--- src/cic_defines.vh ---
// register map, field positions and timing counts of the can interrupt combiner
`ifndef CIC_DEFINES_VH
`define CIC_DEFINES_VH

// register byte offsets
`define CIC_CTRL_OFF 8'h00
`define CIC_CMD_OFF 8'h04
`define CIC_FLAGS_OFF 8'h08
`define CIC_IEN_OFF 8'h0c
`define CIC_RMC_OFF 8'h10
`define CIC_EVT_OFF 8'h14
`define CIC_MASK_OFF 8'h18
`define CIC_STATE_OFF 8'h1c

// interrupt flag bit positions (shared by flags, enable, status and mask)
`define CIC_BE_BIT 7
`define CIC_AL_BIT 6
`define CIC_EP_BIT 5
`define CIC_DO_BIT 3
`define CIC_EW_BIT 2
`define CIC_TI_BIT 1
`define CIC_RI_BIT 0

// control and command bits
`define CIC_CTRL_EN_BIT 0
`define CIC_CMD_RRB_BIT 2

// state register bits
`define CIC_ST_RXMODE_BIT 0
`define CIC_ST_RECOV_BIT 1
`define CIC_ST_PASSIVE_BIT 2
`define CIC_ST_WARN_BIT 3

// reset values
`define CIC_FLAGS_RST 8'h00
`define CIC_IEN_RST 8'h00
`define CIC_MASK_RST 8'h00
`define CIC_CTRL_RST 1'b0

// valid flag bits of the flag register
`define CIC_FLAG_MASK 8'hef

// error signalling after a bus error, in bit times
`define CIC_ERR_DOM_BITS 6
`define CIC_ERR_DELIM_BITS 8

// error counter limit for the error passive state
`define CIC_EP_LIMIT 8'h7f

`endif

--- src/cic_can_irq.v ---
// interrupt flags, request pulse and register slave of a can 2.0 controller
//
// The APB interface to the registers and the address map were decided locally.
`timescale 1ns/100ps
`default_nettype none
`include "cic_defines.vh"

module cic_can_irq #(
  parameter RX_DEPTH = 8
) (
  input wire pclk,
  input wire presetn,
  input wire psel,
  input wire penable,
  input wire pwrite,
  input wire [7:0] paddr,
  input wire [31:0] pwdata,
  output reg [31:0] prdata,
  output reg pready,
  output reg pslverr,
  input wire frame_done,
  input wire frame_err,
  input wire frame_own,
  input wire tx_done,
  input wire bus_error,
  input wire arb_lost,
  input wire bit_tick,
  input wire err_warn,
  input wire [7:0] tx_err_cnt,
  input wire [7:0] rx_err_cnt,
  output reg can_irq_pulse,
  output reg irq,
  output reg rx_mode,
  output reg can_reset_n
);

  // ****************************************
  // helpers
  // ****************************************
  function hit;
    input [7:0] addr;
    input [7:0] off;
    begin
      hit = (addr == off);
    end
  endfunction

  localparam [7:0] DEPTH = RX_DEPTH;
  localparam [3:0] RECOV_BITS = `CIC_ERR_DOM_BITS + `CIC_ERR_DELIM_BITS;

  // ****************************************
  // state
  // ****************************************
  reg ctrl_en_ff;
  reg [7:0] ien_ff;
  reg [7:0] mask_ff;
  reg [7:0] flags_ff;
  reg [7:0] evt_ff;
  reg [7:0] rmc_ff;
  reg rmc_inc_ff;
  reg prev_zero_ff;
  reg [3:0] recov_cnt_ff;
  reg passive_ff;
  reg warn_ff;
  reg [7:0] nxt_flags;
  reg [7:0] nxt_evt;
  reg [7:0] nxt_rmc;
  reg [7:0] ev;
  reg [31:0] nxt_rdata;
  reg nxt_err;

  wire setup = psel & ~penable;
  wire access = psel & penable & pready;
  wire wr = access & pwrite;
  wire rd = access & ~pwrite;
  wire recovering = (recov_cnt_ff != 4'h0);
  wire passive_now = (tx_err_cnt > `CIC_EP_LIMIT) | (rx_err_cnt > `CIC_EP_LIMIT);
  wire release_receive_buffer = wr & hit(paddr, `CIC_CMD_OFF) & pwdata[`CIC_CMD_RRB_BIT];
  wire rrb_eff = release_receive_buffer & (rmc_ff != 8'h00);
  // valid frames only: no error, not our own, not during error recovery
  wire accept = frame_done & ~frame_err & ~frame_own & ~recovering;
  wire room = (rmc_ff != DEPTH) | rrb_eff;
  wire store = accept & room;
  wire overrun = accept & ~room;

  // ****************************************
  // event decode
  // ****************************************
  always @* begin
    ev = 8'h00;
    ev[`CIC_BE_BIT] = bus_error;
    ev[`CIC_AL_BIT] = arb_lost;
    ev[`CIC_EP_BIT] = passive_now & ~passive_ff;
    ev[`CIC_DO_BIT] = overrun;
    ev[`CIC_EW_BIT] = err_warn & ~warn_ff;
    ev[`CIC_TI_BIT] = tx_done;
    ev[`CIC_RI_BIT] = rmc_inc_ff;
  end

  // ****************************************
  // next flag, status and counter values
  // ****************************************
  always @* begin
    nxt_flags = flags_ff;
    // a read clears only the bits it returned, so a flag set after the
    // data was latched is not lost; receive is never cleared by a read
    if (rd & hit(paddr, `CIC_FLAGS_OFF)) begin
      nxt_flags = flags_ff & ~(prdata[7:0] & ~8'h01);
    end
    if (release_receive_buffer) begin
      nxt_flags[`CIC_RI_BIT] = 1'b0;
    end
    // sets win over clears
    nxt_flags = nxt_flags | (ev & ien_ff & `CIC_FLAG_MASK);
    nxt_evt = evt_ff;
    if (wr & hit(paddr, `CIC_EVT_OFF)) begin
      nxt_evt = evt_ff & ~pwdata[7:0];
    end
    nxt_evt = nxt_evt | (ev & `CIC_FLAG_MASK);
    nxt_rmc = rmc_ff;
    if (store & ~rrb_eff) begin
      nxt_rmc = rmc_ff + 8'h01;
    end else if (~store & rrb_eff) begin
      nxt_rmc = rmc_ff - 8'h01;
    end
  end

  // ****************************************
  // read data decode
  // ****************************************
  always @* begin
    nxt_rdata = 32'h00000000;
    nxt_err = 1'b0;
    case (paddr)
      `CIC_CTRL_OFF: nxt_rdata[0] = ctrl_en_ff;
      `CIC_CMD_OFF: nxt_rdata = 32'h00000000;
      `CIC_FLAGS_OFF: nxt_rdata[7:0] = flags_ff;
      `CIC_IEN_OFF: nxt_rdata[7:0] = ien_ff;
      `CIC_RMC_OFF: nxt_rdata[7:0] = rmc_ff;
      `CIC_EVT_OFF: nxt_rdata[7:0] = evt_ff;
      `CIC_MASK_OFF: nxt_rdata[7:0] = mask_ff;
      `CIC_STATE_OFF: begin
        nxt_rdata[`CIC_ST_RXMODE_BIT] = rx_mode;
        nxt_rdata[`CIC_ST_RECOV_BIT] = recovering;
        nxt_rdata[`CIC_ST_PASSIVE_BIT] = passive_ff;
        nxt_rdata[`CIC_ST_WARN_BIT] = warn_ff;
      end
      default: nxt_err = 1'b1;
    endcase
  end

  // ****************************************
  // apb slave: one wait-free access phase
  // ****************************************
  always @(posedge pclk or negedge presetn) begin
    if (!presetn) begin
      prdata <= 32'h00000000;
      pready <= 1'b0;
      pslverr <= 1'b0;
    end else begin
      pready <= setup;
      if (setup) begin
        prdata <= pwrite ? 32'h00000000 : nxt_rdata;
        pslverr <= nxt_err;
      end else if (access) begin
        prdata <= 32'h00000000;
        pslverr <= 1'b0;
      end
    end
  end

  // ****************************************
  // software registers
  // ****************************************
  always @(posedge pclk or negedge presetn) begin
    if (!presetn) begin
      ctrl_en_ff <= `CIC_CTRL_RST;
      ien_ff <= `CIC_IEN_RST;
      mask_ff <= `CIC_MASK_RST;
    end else if (wr) begin
      if (hit(paddr, `CIC_CTRL_OFF)) begin
        ctrl_en_ff <= pwdata[`CIC_CTRL_EN_BIT];
      end
      if (hit(paddr, `CIC_IEN_OFF)) begin
        ien_ff <= pwdata[7:0] & `CIC_FLAG_MASK;
      end
      if (hit(paddr, `CIC_MASK_OFF)) begin
        mask_ff <= pwdata[7:0] & `CIC_FLAG_MASK;
      end
    end
  end

  // ****************************************
  // flags, counter and line state
  // ****************************************
  always @(posedge pclk or negedge presetn) begin
    if (!presetn) begin
      flags_ff <= `CIC_FLAGS_RST;
      evt_ff <= 8'h00;
      rmc_ff <= 8'h00;
      rmc_inc_ff <= 1'b0;
      recov_cnt_ff <= 4'h0;
      passive_ff <= 1'b0;
      warn_ff <= 1'b0;
      rx_mode <= 1'b0;
      can_reset_n <= 1'b0;
    end else if (!ctrl_en_ff) begin
      // disabled: everything but the event status held in reset, fifo contents dropped
      flags_ff <= `CIC_FLAGS_RST;
      evt_ff <= nxt_evt;
      rmc_ff <= 8'h00;
      rmc_inc_ff <= 1'b0;
      recov_cnt_ff <= 4'h0;
      passive_ff <= 1'b0;
      warn_ff <= 1'b0;
      rx_mode <= 1'b0;
      can_reset_n <= 1'b0;
    end else begin
      flags_ff <= nxt_flags;
      evt_ff <= nxt_evt;
      rmc_ff <= nxt_rmc;
      // receive flag follows a counter increase by one cycle
      rmc_inc_ff <= store & ~rrb_eff & ~flags_ff[`CIC_RI_BIT];
      passive_ff <= passive_now;
      warn_ff <= err_warn;
      can_reset_n <= 1'b1;
      if (bus_error) begin
        recov_cnt_ff <= RECOV_BITS;
      end else if (recovering & bit_tick) begin
        recov_cnt_ff <= recov_cnt_ff - 4'h1;
      end
      if (arb_lost) begin
        rx_mode <= 1'b1;
      end else if (frame_done | bus_error) begin
        rx_mode <= 1'b0;
      end
    end
  end

  // ****************************************
  // request pulse and level interrupt
  // ****************************************
  always @(posedge pclk or negedge presetn) begin
    if (!presetn) begin
      prev_zero_ff <= 1'b1;
      can_irq_pulse <= 1'b0;
      irq <= 1'b0;
    end else begin
      prev_zero_ff <= (flags_ff == 8'h00);
      can_irq_pulse <= prev_zero_ff & (flags_ff != 8'h00);
      irq <= |(evt_ff & mask_ff);
    end
  end

endmodule
`default_nettype wire

--- config.mk ---
export PLATFORM = sky130hd
export DESIGN_NAME = cic_can_irq
export DESIGN_NICKNAME = d
export VERILOG_FILES = /design/src/cic_can_irq.v
export VERILOG_INCLUDE_DIRS = /design/src
export SDC_FILE = /design/constraint.sdc
export NUM_CORES = 1
export LEC_CHECK = 0
export BUFFER_PORTS_ARGS = -buffer_cell sky130_fd_sc_hd__buf_2
export CAP_MARGIN = 5
export CORE_UTILIZATION = 40
export DETAILED_ROUTE_END_ITERATION = 8
export MAX_ROUTING_LAYER = met4
export PLACE_DENSITY = 0.68
export SLEW_MARGIN = 25
export SYNTH_ARGS = -nofsm -noshare
export SYNTH_HDL_FRONTEND = slang
export SYNTH_SLANG_ARGS = --single-unit
--- constraint.sdc ---
create_clock -name pclk -period 2.7 [get_ports pclk]
set_input_delay 0 -clock pclk [delete_from_list [all_inputs] [get_ports pclk]]
set_output_delay 0 -clock pclk [all_outputs]
set_load 0.005 [all_outputs]
==> results of run 1 <==
## cells by family after synthesis
kind of cell               after synthesis  share of synthesized area, %
other                                    1                         0.108
and+or+nand+nor                        106                          17.3
xor gates and xnor gates                 4                          1.00
AOI/OAI and AO/OA                       93                          18.7
adders and majority gates                8                          3.09
muxes                                   25                          8.04
DFF                                     61                          43.8
buffers and inverters                   47                          8.00
## metal layers
| layer | GRT usage [%] | share of wire (%) | wire length (µm) | vias up |
|---|---|---|---|---|
| met1 | 29.8 | 45 | 4160 | 1500 |
| met2 | 32.6 | 48 | 4410 | 118 |
| met5 | - | 0 | 0 | - |
| met4 | 6.97 | 1.1 | 106 | 0 |
| met3 | 4.63 | 6.3 | 587 | 12 |
| li1 | - | - | - | 1424 |
## state kept, by name (all words and copies together) (netlist names), 4 cells and up
register and count:
flags_ff 8, recov_cnt_ff 4, ien_ff 7, mask_ff 7
rmc_ff 8, prdata 8, evt_ff 8
## final cells by class
type / count / share of cell area, %
multi-input cells: 260 / 42.4
flip-flops and latches: 61 / 34.4
repair buffers: 97 / 15.2
clock buffers: 14 / 3.66
well taps: 105 / 2.96
inverters: 14 / 1.24
clock inverters: 2 / 0.225
## through the flow
| step | setup TNS (ns) | cell area (µm²) | utilization (%) |
|---|---|---|---|
| 3_5_place_dp | -0.0260 | 3930 | 47.1 |
| 2_1_floorplan | 0 | 3570 | - |
| 4_1_cts | -0.00880 | 4340 | 52.0 |
| 5_1_grt | -0.151 | 4450 | 53.3 |
| 6_report | -0.00934 | 4450 | 53.3 |
| 3_3_place_gp | 0 | 3930 | 47.1 |
## report_power, final
part	leakage (µW)	switching, µW	internal (µW)	total, µW
Sequential	0.000767	22.5	940	962
Clock	0.0000905	335	381	716
Combinational	0.00124	141	126	267
Total	0.00210	499	1450	1940
## worst max-delay path, delay by kind of cell, from the launching register on
family | cells | cell delay [ns]
compound gates | 5 | 1.23
flops | 1 | 0.42
simple gates | 3 | 0.39
buf+inv | 3 | 0.38
fa+ha+maj | 1 | 0.21
## synth_stat cells (3+ instances only)
cell | n | area share (%)
sky130_fd_sc_hd__o21ai_0 | 9 | 1.3
sky130_fd_sc_hd__o2bb2ai_1 | 3 | 0.75
sky130_fd_sc_hd__ha_1 | 7 | 2.5
sky130_fd_sc_hd__o21a_1 | 9 | 1.9
sky130_fd_sc_hd__nor3_1 | 7 | 1.0
sky130_fd_sc_hd__nor2b_1 | 5 | 0.90
sky130_fd_sc_hd__mux2i_1 | 10 | 2.9
sky130_fd_sc_hd__o21ai_1 | 3 | 0.43
sky130_fd_sc_hd__clkbuf_1 | 5 | 0.54
sky130_fd_sc_hd__mux2_2 | 14 | 4.5
sky130_fd_sc_hd__a22o_1 | 6 | 1.5
sky130_fd_sc_hd__inv_1 | 13 | 1.4
sky130_fd_sc_hd__xnor2_1 | 3 | 0.75
sky130_fd_sc_hd__a21oi_1 | 19 | 2.7
sky130_fd_sc_hd__a21boi_0 | 5 | 1.1
sky130_fd_sc_hd__a21o_1 | 9 | 1.9
sky130_fd_sc_hd__nor4_1 | 4 | 0.72
sky130_fd_sc_hd__a22oi_1 | 4 | 0.86
sky130_fd_sc_hd__nand4_1 | 3 | 0.54
sky130_fd_sc_hd__nor2_1 | 25 | 2.7
sky130_fd_sc_hd__o22ai_1 | 4 | 0.72
sky130_fd_sc_hd__nand2_1 | 23 | 2.5
sky130_fd_sc_hd__a31oi_1 | 4 | 0.72
sky130_fd_sc_hd__and2_1 | 4 | 0.72
sky130_fd_sc_hd__nand2b_1 | 3 | 0.54
sky130_fd_sc_hd__buf_4 | 24 | 5.2
sky130_fd_sc_hd__and3_1 | 5 | 0.90
sky130_fd_sc_hd__nand3_1 | 11 | 1.6
sky130_fd_sc_hd__dfrtp_1 | 60 | 43
## what timing repair did
| action | 4_1_cts | 5_1_grt |
|---|---|---|
| hold endpoints to repair | 59 | 0 |
| pin swaps | 0 | 7 |
| setup endpoints to repair | 2 | 2 |
| gates resized for setup | 5 | 13 |
| hold buffers | 21 | 0 |
| setup buffers | 0 | 2 |
## worst max path at each step
stage,to,from,cells after the start,slack [ns]
after global placement,rmc_ff[6]$_DFFE_PN0P_,paddr[5],12,0.02
after CTS,rmc_ff[7]$_DFFE_PN0P_,rmc_ff[2]$_DFFE_PN0P_,10,-0.005
after global routing,rmc_ff[6]$_DFFE_PN0P_,rmc_ff[7]$_DFFE_PN0P_,12,-0.09
after floorplan,rmc_ff[6]$_DFFE_PN0P_,rmc_ff[2]$_DFFE_PN0P_,10,0.09
after detailed placement,rmc_ff[6]$_DFFE_PN0P_,paddr[5],12,-0.02
final,rmc_ff[6]$_DFFE_PN0P_,rmc_ff[7]$_DFFE_PN0P_,12,-0.009
==> flow_summary.html, run 1 <==
<table>
<tr><th>Metric</th><th>Value</th></tr>
<tr><th colspan="2">Timing</th></tr>
<tr><td>Min Clock Period, post-route</td><td>2.71 ns</td></tr>
<tr><td>Count of final setup violators</td><td>1</td></tr>
<tr><td>Final Max Slew Viols</td><td>0</td></tr>
<tr><td>Hold Slack</td><td>0.0274 ns</td></tr>
<tr><td>Hold Vio Cnt, Final</td><td>0</td></tr>
<tr><td>Setup ws final</td><td>-0.00934 ns</td></tr>
<tr><td>Upper clock frequency limit</td><td>0.369 GHz</td></tr>
<tr><td>Worst clock skew on the final layout</td><td>just under 0.005 ns</td></tr>
<tr><td>Max-slew headroom at the worst pin</td><td>50.3%</td></tr>
<tr><td>Unrepaired setup endpoints after global routing</td><td>yes</td></tr>
<tr><td>Part of the cycle the worst path needs</td><td>100%</td></tr>
<tr><td>Actual transition at the worst max-transition pin</td><td>approximately 0.75 ns</td></tr>
<tr><th colspan="2">Setup path</th></tr>
<tr><td>Slack of the worst reg-to-reg path</td><td>-0.009 ns</td></tr>
<tr><td>CP peak stage delay</td><td>approximately 0.42 ns</td></tr>
<tr><td>Critical path launch point type</td><td>flip-flop</td></tr>
<tr><td>Crit Path Max Fanout</td><td>6</td></tr>
<tr><td>Critical path capture point type</td><td>flip-flop</td></tr>
<tr><td>CP most frequent cell</td><td>sky130_fd_sc_hd__o21a_1</td></tr>
<tr><td>Startpoint of the most critical register-to-register path</td><td>rmc_ff[7]$_DFFE_PN0P_</td></tr>
<tr><td>Type of the worst setup path</td><td>reg2reg</td></tr>
<tr><td>Crit path DAT</td><td>2.96 ns</td></tr>
<tr><td>Worst-path cell with the longest stage delay</td><td>sky130_fd_sc_hd__dfrtp_1</td></tr>
<tr><td>Reg-to-reg critical path endpoint</td><td>rmc_ff[6]$_DFFE_PN0P_</td></tr>
<tr><td>Worst Path Required</td><td>roughly 3 ns</td></tr>
<tr><td>CP cell instances</td><td>nor4_2, buf_4, nand2_4, a211o_4, buf_6, inv_4, fa_2, nor2b_2, o31a_1, o21a_1, o21a_1, o31ai_1</td></tr>
<tr><td>R2r worst-path depth</td><td>12</td></tr>
<tr><th colspan="2">Cells and area</th></tr>
<tr><td>Top library cells by usage in the layout, fill and taps aside</td><td>sky130_fd_sc_hd__dfrtp_1, sky130_fd_sc_hd__buf_2, sky130_fd_sc_hd__buf_4</td></tr>
<tr><td>Final Net Count</td><td>520</td></tr>
<tr><td>Combined area of the multi-input logic cells</td><td>about 0.0019 mm²</td></tr>
<tr><td>Filler cell count in the final layout</td><td>between 700 and 800</td></tr>
<tr><td>Register cell area after layout</td><td>~0.0015 mm²</td></tr>
<tr><td>Antenna Cells</td><td>0</td></tr>
<tr><td>Finished Layout Cells</td><td>553</td></tr>
<tr><td>Synthesis-to-finish area growth</td><td>27.5%</td></tr>
<tr><td>Most common cell after layout, fill and taps aside</td><td>sky130_fd_sc_hd__dfrtp_1</td></tr>
<tr><td>Share of layout cells above drive strength 1</td><td>around 29%</td></tr>
<tr><th colspan="2">Routing</th></tr>
<tr><td>Via count normalized by instance count</td><td>between 5 and 6</td></tr>
<tr><td>Number of remaining DRC errors</td><td>0</td></tr>
<tr><td>Routed via count</td><td>between 3000 and 4000</td></tr>
<tr><td>Number of DRC markers after the initial detailed-route iteration</td><td>about 220</td></tr>
<tr><td>Residual antenna-violating net count after detailed routing</td><td>0</td></tr>
<tr><td>Sum of routed wire length over all layers</td><td>approximately 9300 µm</td></tr>
<tr><td>Average wire length per cell after detail routing</td><td>16.7 µm</td></tr>
<tr><td>Number of detailed-route iterations in the first pass</td><td>6</td></tr>
<tr><th colspan="2">Floorplanning</th></tr>
<tr><td>Die span in x</td><td>around 95 µm</td></tr>
<tr><td>Standard-cell rows</td><td>33</td></tr>
<tr><td>Initial core utilization</td><td>a little over two fifths</td></tr>
<tr><td>Core area</td><td>0.00834 mm²</td></tr>
<tr><td>Top-level port count</td><td>about 110</td></tr>
<tr><td>Die Area</td><td>around 0.0091 mm²</td></tr>
<tr><td>Chip height</td><td>95.4 µm</td></tr>
<tr><th colspan="2">GRT</th></tr>
<tr><td>Global-route total usage across every layer</td><td>21.9%</td></tr>
<tr><td>Number of antenna violations at the first check in global routing</td><td>0</td></tr>
<tr><td>Maximum number of pins on one net before global-route repair</td><td>34</td></tr>
<tr><td>Global route overflow</td><td>0</td></tr>
<tr><td>Global-route wire length before repair</td><td>between 10000 and 15000 µm</td></tr>
<tr><td>Vias in the first global route</td><td>2830</td></tr>
<tr><th colspan="2">Yosys</th></tr>
<tr><td>Mapped Avg Cell Area</td><td>~10 µm²</td></tr>
<tr><td>Seq cells post-synth</td><td>61</td></tr>
<tr><td>Summed instance area of the synthesized netlist</td><td>approximately 0.0035 mm²</td></tr>
<tr><td>Async set-or-reset flop fraction in the synthesized netlist</td><td>100%</td></tr>
<tr><td>Proportion of synthesized chip area in sequential cells</td><td>43.8%</td></tr>
<tr><td>Number of synthesized flops with an enable pin</td><td>0</td></tr>
<tr><td>Yosys synthesis warning count</td><td>0</td></tr>
<tr><td>Synthesized instance count</td><td>approximately 350</td></tr>
<tr><td>Most frequently used flop master after synthesis</td><td>sky130_fd_sc_hd__dfrtp_1</td></tr>
<tr><td>Number of unique standard cell types used by synthesis</td><td>61</td></tr>
<tr><th colspan="2">Clock tree</th></tr>
<tr><td>Maximum root-to-sink buffer count</td><td>2</td></tr>
<tr><td>Clock-pin slew on the worst setup and hold paths</td><td>around 0.07 ns</td></tr>
<tr><td>CTS tree</td><td>yes</td></tr>
<tr><td>Clock latency reported for the late side of the worst-skew pair</td><td>~0.34 ns</td></tr>
<tr><td>Number of sinks on the clock net</td><td>61</td></tr>
<tr><td>Buffer type at the clock tree root</td><td>sky130_fd_sc_hd__clkbuf_8</td></tr>
<tr><td>Number of buffers added by the clock tree synthesis step</td><td>9</td></tr>
<tr><td>CTS H-tree depth</td><td>3</td></tr>
<tr><th colspan="2">Place</th></tr>
<tr><td>Post-placement worst setup slack</td><td>-0.0169 ns</td></tr>
<tr><td>IO Port Bufs</td><td>44</td></tr>
<tr><td>Count of placed standard cells including taps</td><td>514</td></tr>
<tr><td>Gp weighted congestion</td><td>0.898</td></tr>
<tr><td>HPWL after detailed placement</td><td>6690 µm</td></tr>
<tr><th colspan="2">Pwr</th></tr>
<tr><td>Power, Total</td><td>1940 µW</td></tr>
<tr><td>Leakage Power</td><td>approximately 0.0021 µW</td></tr>
<tr><td>Largest vdd supply drop</td><td>0.345 mV</td></tr>
<tr><td>Pwr/cell area</td><td>438 mW/mm²</td></tr>
<tr><th colspan="2">Worst hold path</th></tr>
<tr><td>Worst hold path startpoint</td><td>pwdata[2]</td></tr>
<tr><td>Min-delay worst type</td><td>in2reg</td></tr>
<tr><td>Number of stages on the worst hold path</td><td>3</td></tr>
<tr><td>Hold Path End</td><td>ien_ff[2]$_DFFE_PN0P_</td></tr>
<tr><th colspan="2">Run status</th></tr>
<tr><td>Outcome</td><td>finished, violations left</td></tr>
<tr><td>Violated checks</td><td>setup timing</td></tr>
<tr><th colspan="2">Flow run</th></tr>
<tr><td>Max-capacitance violation count</td><td>0</td></tr>
</table>
Note: power is estimated with default switching activity, not from simulation.
==> inputs of run 2 (changes only) <==
==> config.mk (replaced) <==
export PLATFORM = sky130hd
export DESIGN_NAME = cic_can_irq
export DESIGN_NICKNAME = d
export VERILOG_FILES = /design/src/cic_can_irq.v
export VERILOG_INCLUDE_DIRS = /design/src
export SDC_FILE = /design/constraint.sdc
export NUM_CORES = 1
export LEC_CHECK = 0
export CAP_MARGIN = 5
export CORE_MARGIN = 8
export CORE_UTILIZATION = 40
export DETAILED_ROUTE_END_ITERATION = 8
export DONT_BUFFER_PORTS = 1
export MAX_ROUTING_LAYER = met4
export PLACE_DENSITY = 0.57
export SYNTH_ARGS = -nofsm -noshare
export SYNTH_HDL_FRONTEND = slang
export SYNTH_SLANG_ARGS = --single-unit
==> run 2 against run 1 <==
Against the previous run: the run now ends clean; clock power rose by 7.5%; sequential power about the same; total power is 1.1% higher; sequential share of layout area grew 1.6 points; critical path depth decreased by 2; non-clock buffer count fell by 42; register-to-register slack better by 0.06 ns.
==> flow_summary.html, run 2 (synthesized netlist as in run 1, its figures left out) <==
<table>
<tr><th>Metric</th><th>Value</th></tr>
<tr><th colspan="2">Place</th></tr>
<tr><td>HPWL after detailed placement</td><td>7010 µm</td></tr>
<tr><td>Gp weighted congestion</td><td>0.897</td></tr>
<tr><td>IO Port Bufs</td><td>0</td></tr>
<tr><th colspan="2">Floorplanning</th></tr>
<tr><td>Chip height</td><td>between 100 and 150 µm</td></tr>
<tr><td>Die Area</td><td>roughly 0.012 mm²</td></tr>
<tr><td>Core area</td><td>between 0.008 and 0.009 mm²</td></tr>
<tr><td>Standard-cell rows</td><td>34</td></tr>
<tr><td>Initial core utilization</td><td>slightly above 40%</td></tr>
<tr><td>Top-level port count</td><td>~110</td></tr>
<tr><td>Die span in x</td><td>109 µm</td></tr>
<tr><th colspan="2">Flow run</th></tr>
<tr><td>Max-capacitance violation count</td><td>0</td></tr>
<tr><th colspan="2">Pwr</th></tr>
<tr><td>Leakage Power</td><td>approximately 0.0019 µW</td></tr>
<tr><td>Clk network pwr share</td><td>a little under 40%</td></tr>
<tr><td>Power, Total</td><td>1970 µW</td></tr>
<tr><td>Switching power of the nets</td><td>just under 500 µW</td></tr>
<tr><td>Proportion of power drawn by flip-flops and latches</td><td>between 40 and 50%</td></tr>
<tr><td>Comb pwr share</td><td>about an eighth</td></tr>
<tr><td>Largest vdd supply drop</td><td>approximately 0.26 mV</td></tr>
<tr><td>Switching share of power</td><td>approximately a quarter</td></tr>
<tr><td>Pwr/cell area</td><td>about 460 mW/mm²</td></tr>
<tr><td>Internal power consumption</td><td>1470 µW</td></tr>
<tr><th colspan="2">Setup path</th></tr>
<tr><td>Worst Path Required</td><td>2.93 ns</td></tr>
<tr><td>Crit Path Max Fanout</td><td>6</td></tr>
<tr><td>Type of the worst setup path</td><td>reg2reg</td></tr>
<tr><td>Startpoint of the most critical register-to-register path</td><td>rmc_ff[7]$_DFFE_PN0P_</td></tr>
<tr><td>Critical path launch point type</td><td>flip-flop</td></tr>
<tr><td>Critical path launch point</td><td>rmc_ff[7]$_DFFE_PN0P_</td></tr>
<tr><td>Slack of the worst reg-to-reg path</td><td>0.05 ns</td></tr>
<tr><td>Crit path DAT</td><td>about 2.9 ns</td></tr>
<tr><td>Critical path capture point type</td><td>flip-flop</td></tr>
<tr><td>R2r worst-path depth</td><td>10</td></tr>
<tr><td>Worst Setup EP</td><td>rmc_ff[7]$_DFFE_PN0P_</td></tr>
<tr><td>Reg-to-reg critical path endpoint</td><td>rmc_ff[7]$_DFFE_PN0P_</td></tr>
<tr><th colspan="2">Cells and area</th></tr>
<tr><td>Most common cell after layout, fill and taps aside</td><td>sky130_fd_sc_hd__dfrtp_1</td></tr>
<tr><td>Final Net Count</td><td>between 400 and 500</td></tr>
<tr><td>Top library cells by usage in the layout, fill and taps aside</td><td>sky130_fd_sc_hd__dfrtp_1, sky130_fd_sc_hd__dlygate4sd3_1, sky130_fd_sc_hd__buf_4</td></tr>
<tr><td>Share of layout cells above drive strength 1</td><td>20.2%</td></tr>
<tr><td>Final design utilization</td><td>49.4%</td></tr>
<tr><td>Antenna Cells</td><td>0</td></tr>
<tr><td>Synthesis-to-finish area growth</td><td>21.7%</td></tr>
<tr><th colspan="2">Timing</th></tr>
<tr><td>Worst clock skew on the final layout</td><td>roughly 0.0083 ns</td></tr>
<tr><td>Count of final setup violators</td><td>0</td></tr>
<tr><td>Final Max Slew Viols</td><td>0</td></tr>
<tr><td>Part of the cycle the worst path needs</td><td>approximately 98%</td></tr>
<tr><td>Upper clock frequency limit</td><td>about 0.38 GHz</td></tr>
<tr><td>Unrepaired setup endpoints after global routing</td><td>yes</td></tr>
<tr><td>Actual transition at the worst max-transition pin</td><td>roughly 0.66 ns</td></tr>
<tr><td>Max-slew headroom at the worst pin</td><td>55.6%</td></tr>
<tr><td>Min Clock Period, post-route</td><td>roughly 2.6 ns</td></tr>
<tr><td>Hold Vio Cnt, Final</td><td>0</td></tr>
<tr><th colspan="2">Clock tree</th></tr>
<tr><td>Clock latency reported for the late side of the worst-skew pair</td><td>between 0.3 and 0.4 ns</td></tr>
<tr><td>Buffer type at the clock tree root</td><td>sky130_fd_sc_hd__clkbuf_8</td></tr>
<tr><td>Number of buffers added by the clock tree synthesis step</td><td>9</td></tr>
<tr><td>CTS tree</td><td>yes</td></tr>
<tr><td>CTS H-tree depth</td><td>3</td></tr>
<tr><td>Number of sinks on the clock net</td><td>just over 60</td></tr>
<tr><td>Maximum root-to-sink buffer count</td><td>2</td></tr>
<tr><td>Clock-pin slew on the worst setup and hold paths</td><td>around 0.070 ns</td></tr>
<tr><th colspan="2">Worst hold path</th></tr>
<tr><td>Min-delay worst type</td><td>in2reg</td></tr>
<tr><th colspan="2">Routing</th></tr>
<tr><td>Number of detailed-route iterations in the first pass</td><td>4</td></tr>
<tr><td>Number of remaining DRC errors</td><td>0</td></tr>
<tr><td>Routed via count</td><td>between 2000 and 3000</td></tr>
<tr><td>Average wire length per cell after detail routing</td><td>roughly 19 µm</td></tr>
<tr><td>Number of DRC markers after the initial detailed-route iteration</td><td>151</td></tr>
<tr><td>Residual antenna-violating net count after detailed routing</td><td>0</td></tr>
<tr><td>Via count normalized by instance count</td><td>around 5.5</td></tr>
<tr><td>Sum of routed wire length over all layers</td><td>9820 µm</td></tr>
<tr><th colspan="2">GRT</th></tr>
<tr><td>Vias in the first global route</td><td>2819</td></tr>
<tr><td>Number of antenna violations at the first check in global routing</td><td>0</td></tr>
<tr><td>Global route overflow</td><td>0</td></tr>
<tr><td>Global-route wire length before repair</td><td>roughly 15000 µm</td></tr>
<tr><td>Maximum number of pins on one net before global-route repair</td><td>between 60 and 70</td></tr>
<tr><td>Global-route total usage across every layer</td><td>approximately 17%</td></tr>
<tr><th colspan="2">Run status</th></tr>
<tr><td>Outcome</td><td>completed</td></tr>
</table>
-- run 2: cell types whose count changed in the layout (fill, tap and decap cells not counted), moves of 2 or more --
cell and delta:
sky130_fd_sc_hd__buf_2 -44, sky130_fd_sc_hd__buf_4 -5, sky130_fd_sc_hd__clkbuf_1 -2, sky130_fd_sc_hd__clkbuf_8 -2
sky130_fd_sc_hd__dlygate4sd3_1 +5, sky130_fd_sc_hd__ha_1 +4, sky130_fd_sc_hd__ha_4 -3
-- run 2: how the worst min path moves through the flow --
stage              from                          end  slack (ns)  cells after the start
2_1_floorplan   presetn      can_irq_pulse$_DFF_PN0_       -0.30                      0
3_3_place_gp    presetn        prdata[3]$_DFFE_PN0P_       -0.29                      0
3_5_place_dp    presetn        prdata[2]$_DFFE_PN0P_       -0.29                      0
4_1_cts        paddr[2]        prdata[1]$_DFFE_PN0P_       0.004                      3
5_1_grt        paddr[4]       mask_ff[2]$_DFFE_PN0P_        0.03                      2
6_report       bit_tick  recov_cnt_ff[2]$_DFFE_PN0P_        0.02                      4
-- run 2: layer usage --
metal	global-route usage, %	share of wire [%]
met5	-	0
met4	7.33	1.9
met3	3.81	7.2
met2	26.6	48
met1	21.3	43
-- run 2: stage by stage --
stage | TNS (ns) | area, µm² | instances | hold WS (ns) | setup WS (ns)
2_1_floorplan | 0 | 3570 | 368 | -0.296 | 0.0894
3_3_place_gp | 0 | 3670 | 468 | -0.293 | 0.0203
3_5_place_dp | 0 | 3670 | 468 | -0.293 | 0.00329
4_1_cts | 0 | 4160 | 510 | 0.00425 | 0.00387
5_1_grt | -0.164 | 4240 | 513 | 0.0287 | -0.0904
6_report | 0 | 4240 | 513 | 0.0215 | 0.0525
-- run 2: critical path, stage by stage, from the launching register on --
cell and delay (ns):
sky130_fd_sc_hd__dfrtp_1 0.41, sky130_fd_sc_hd__nor4_2 0.28, sky130_fd_sc_hd__buf_4 0.16, sky130_fd_sc_hd__nand2_4 0.04, sky130_fd_sc_hd__a211o_4 0.40, sky130_fd_sc_hd__ha_1 0.29
sky130_fd_sc_hd__a21o_1 0.14, sky130_fd_sc_hd__a41oi_2 0.16, sky130_fd_sc_hd__a21oi_2 0.18, sky130_fd_sc_hd__mux2_2 0.36, sky130_fd_sc_hd__mux2i_1 0.11
-- run 2: area by class of cell --
cell class	count	area (µm²)
clock inverters	5	52.6
clock buffers	10	128
multi-input cells	260	1840
flip-flops and latches	61	1530
repair buffers	55	505
fillers	806	4350
inverters	14	55.1
well taps	108	135
-- run 2: power groups by stage --
stage	registers [µW]	clock network, µW	logic (µW)
6_report	962	770	233
5_1_grt	965	823	258
4_1_cts	962	789	216
3_5_place_dp	979	0	150
3_3_place_gp	978	0	146
2_1_floorplan	971	0	141
-- run 2: timing repair --
item / 4_1_cts / 5_1_grt
buffers inserted: 0 / 3
pin swaps: 0 / 4
endpoints found under the setup margin: 2 / 2
cloned: 0 / 0
hold endpoints to repair: 105 / 0
hold buffers: 27 / 0
resized for setup: 2 / 12
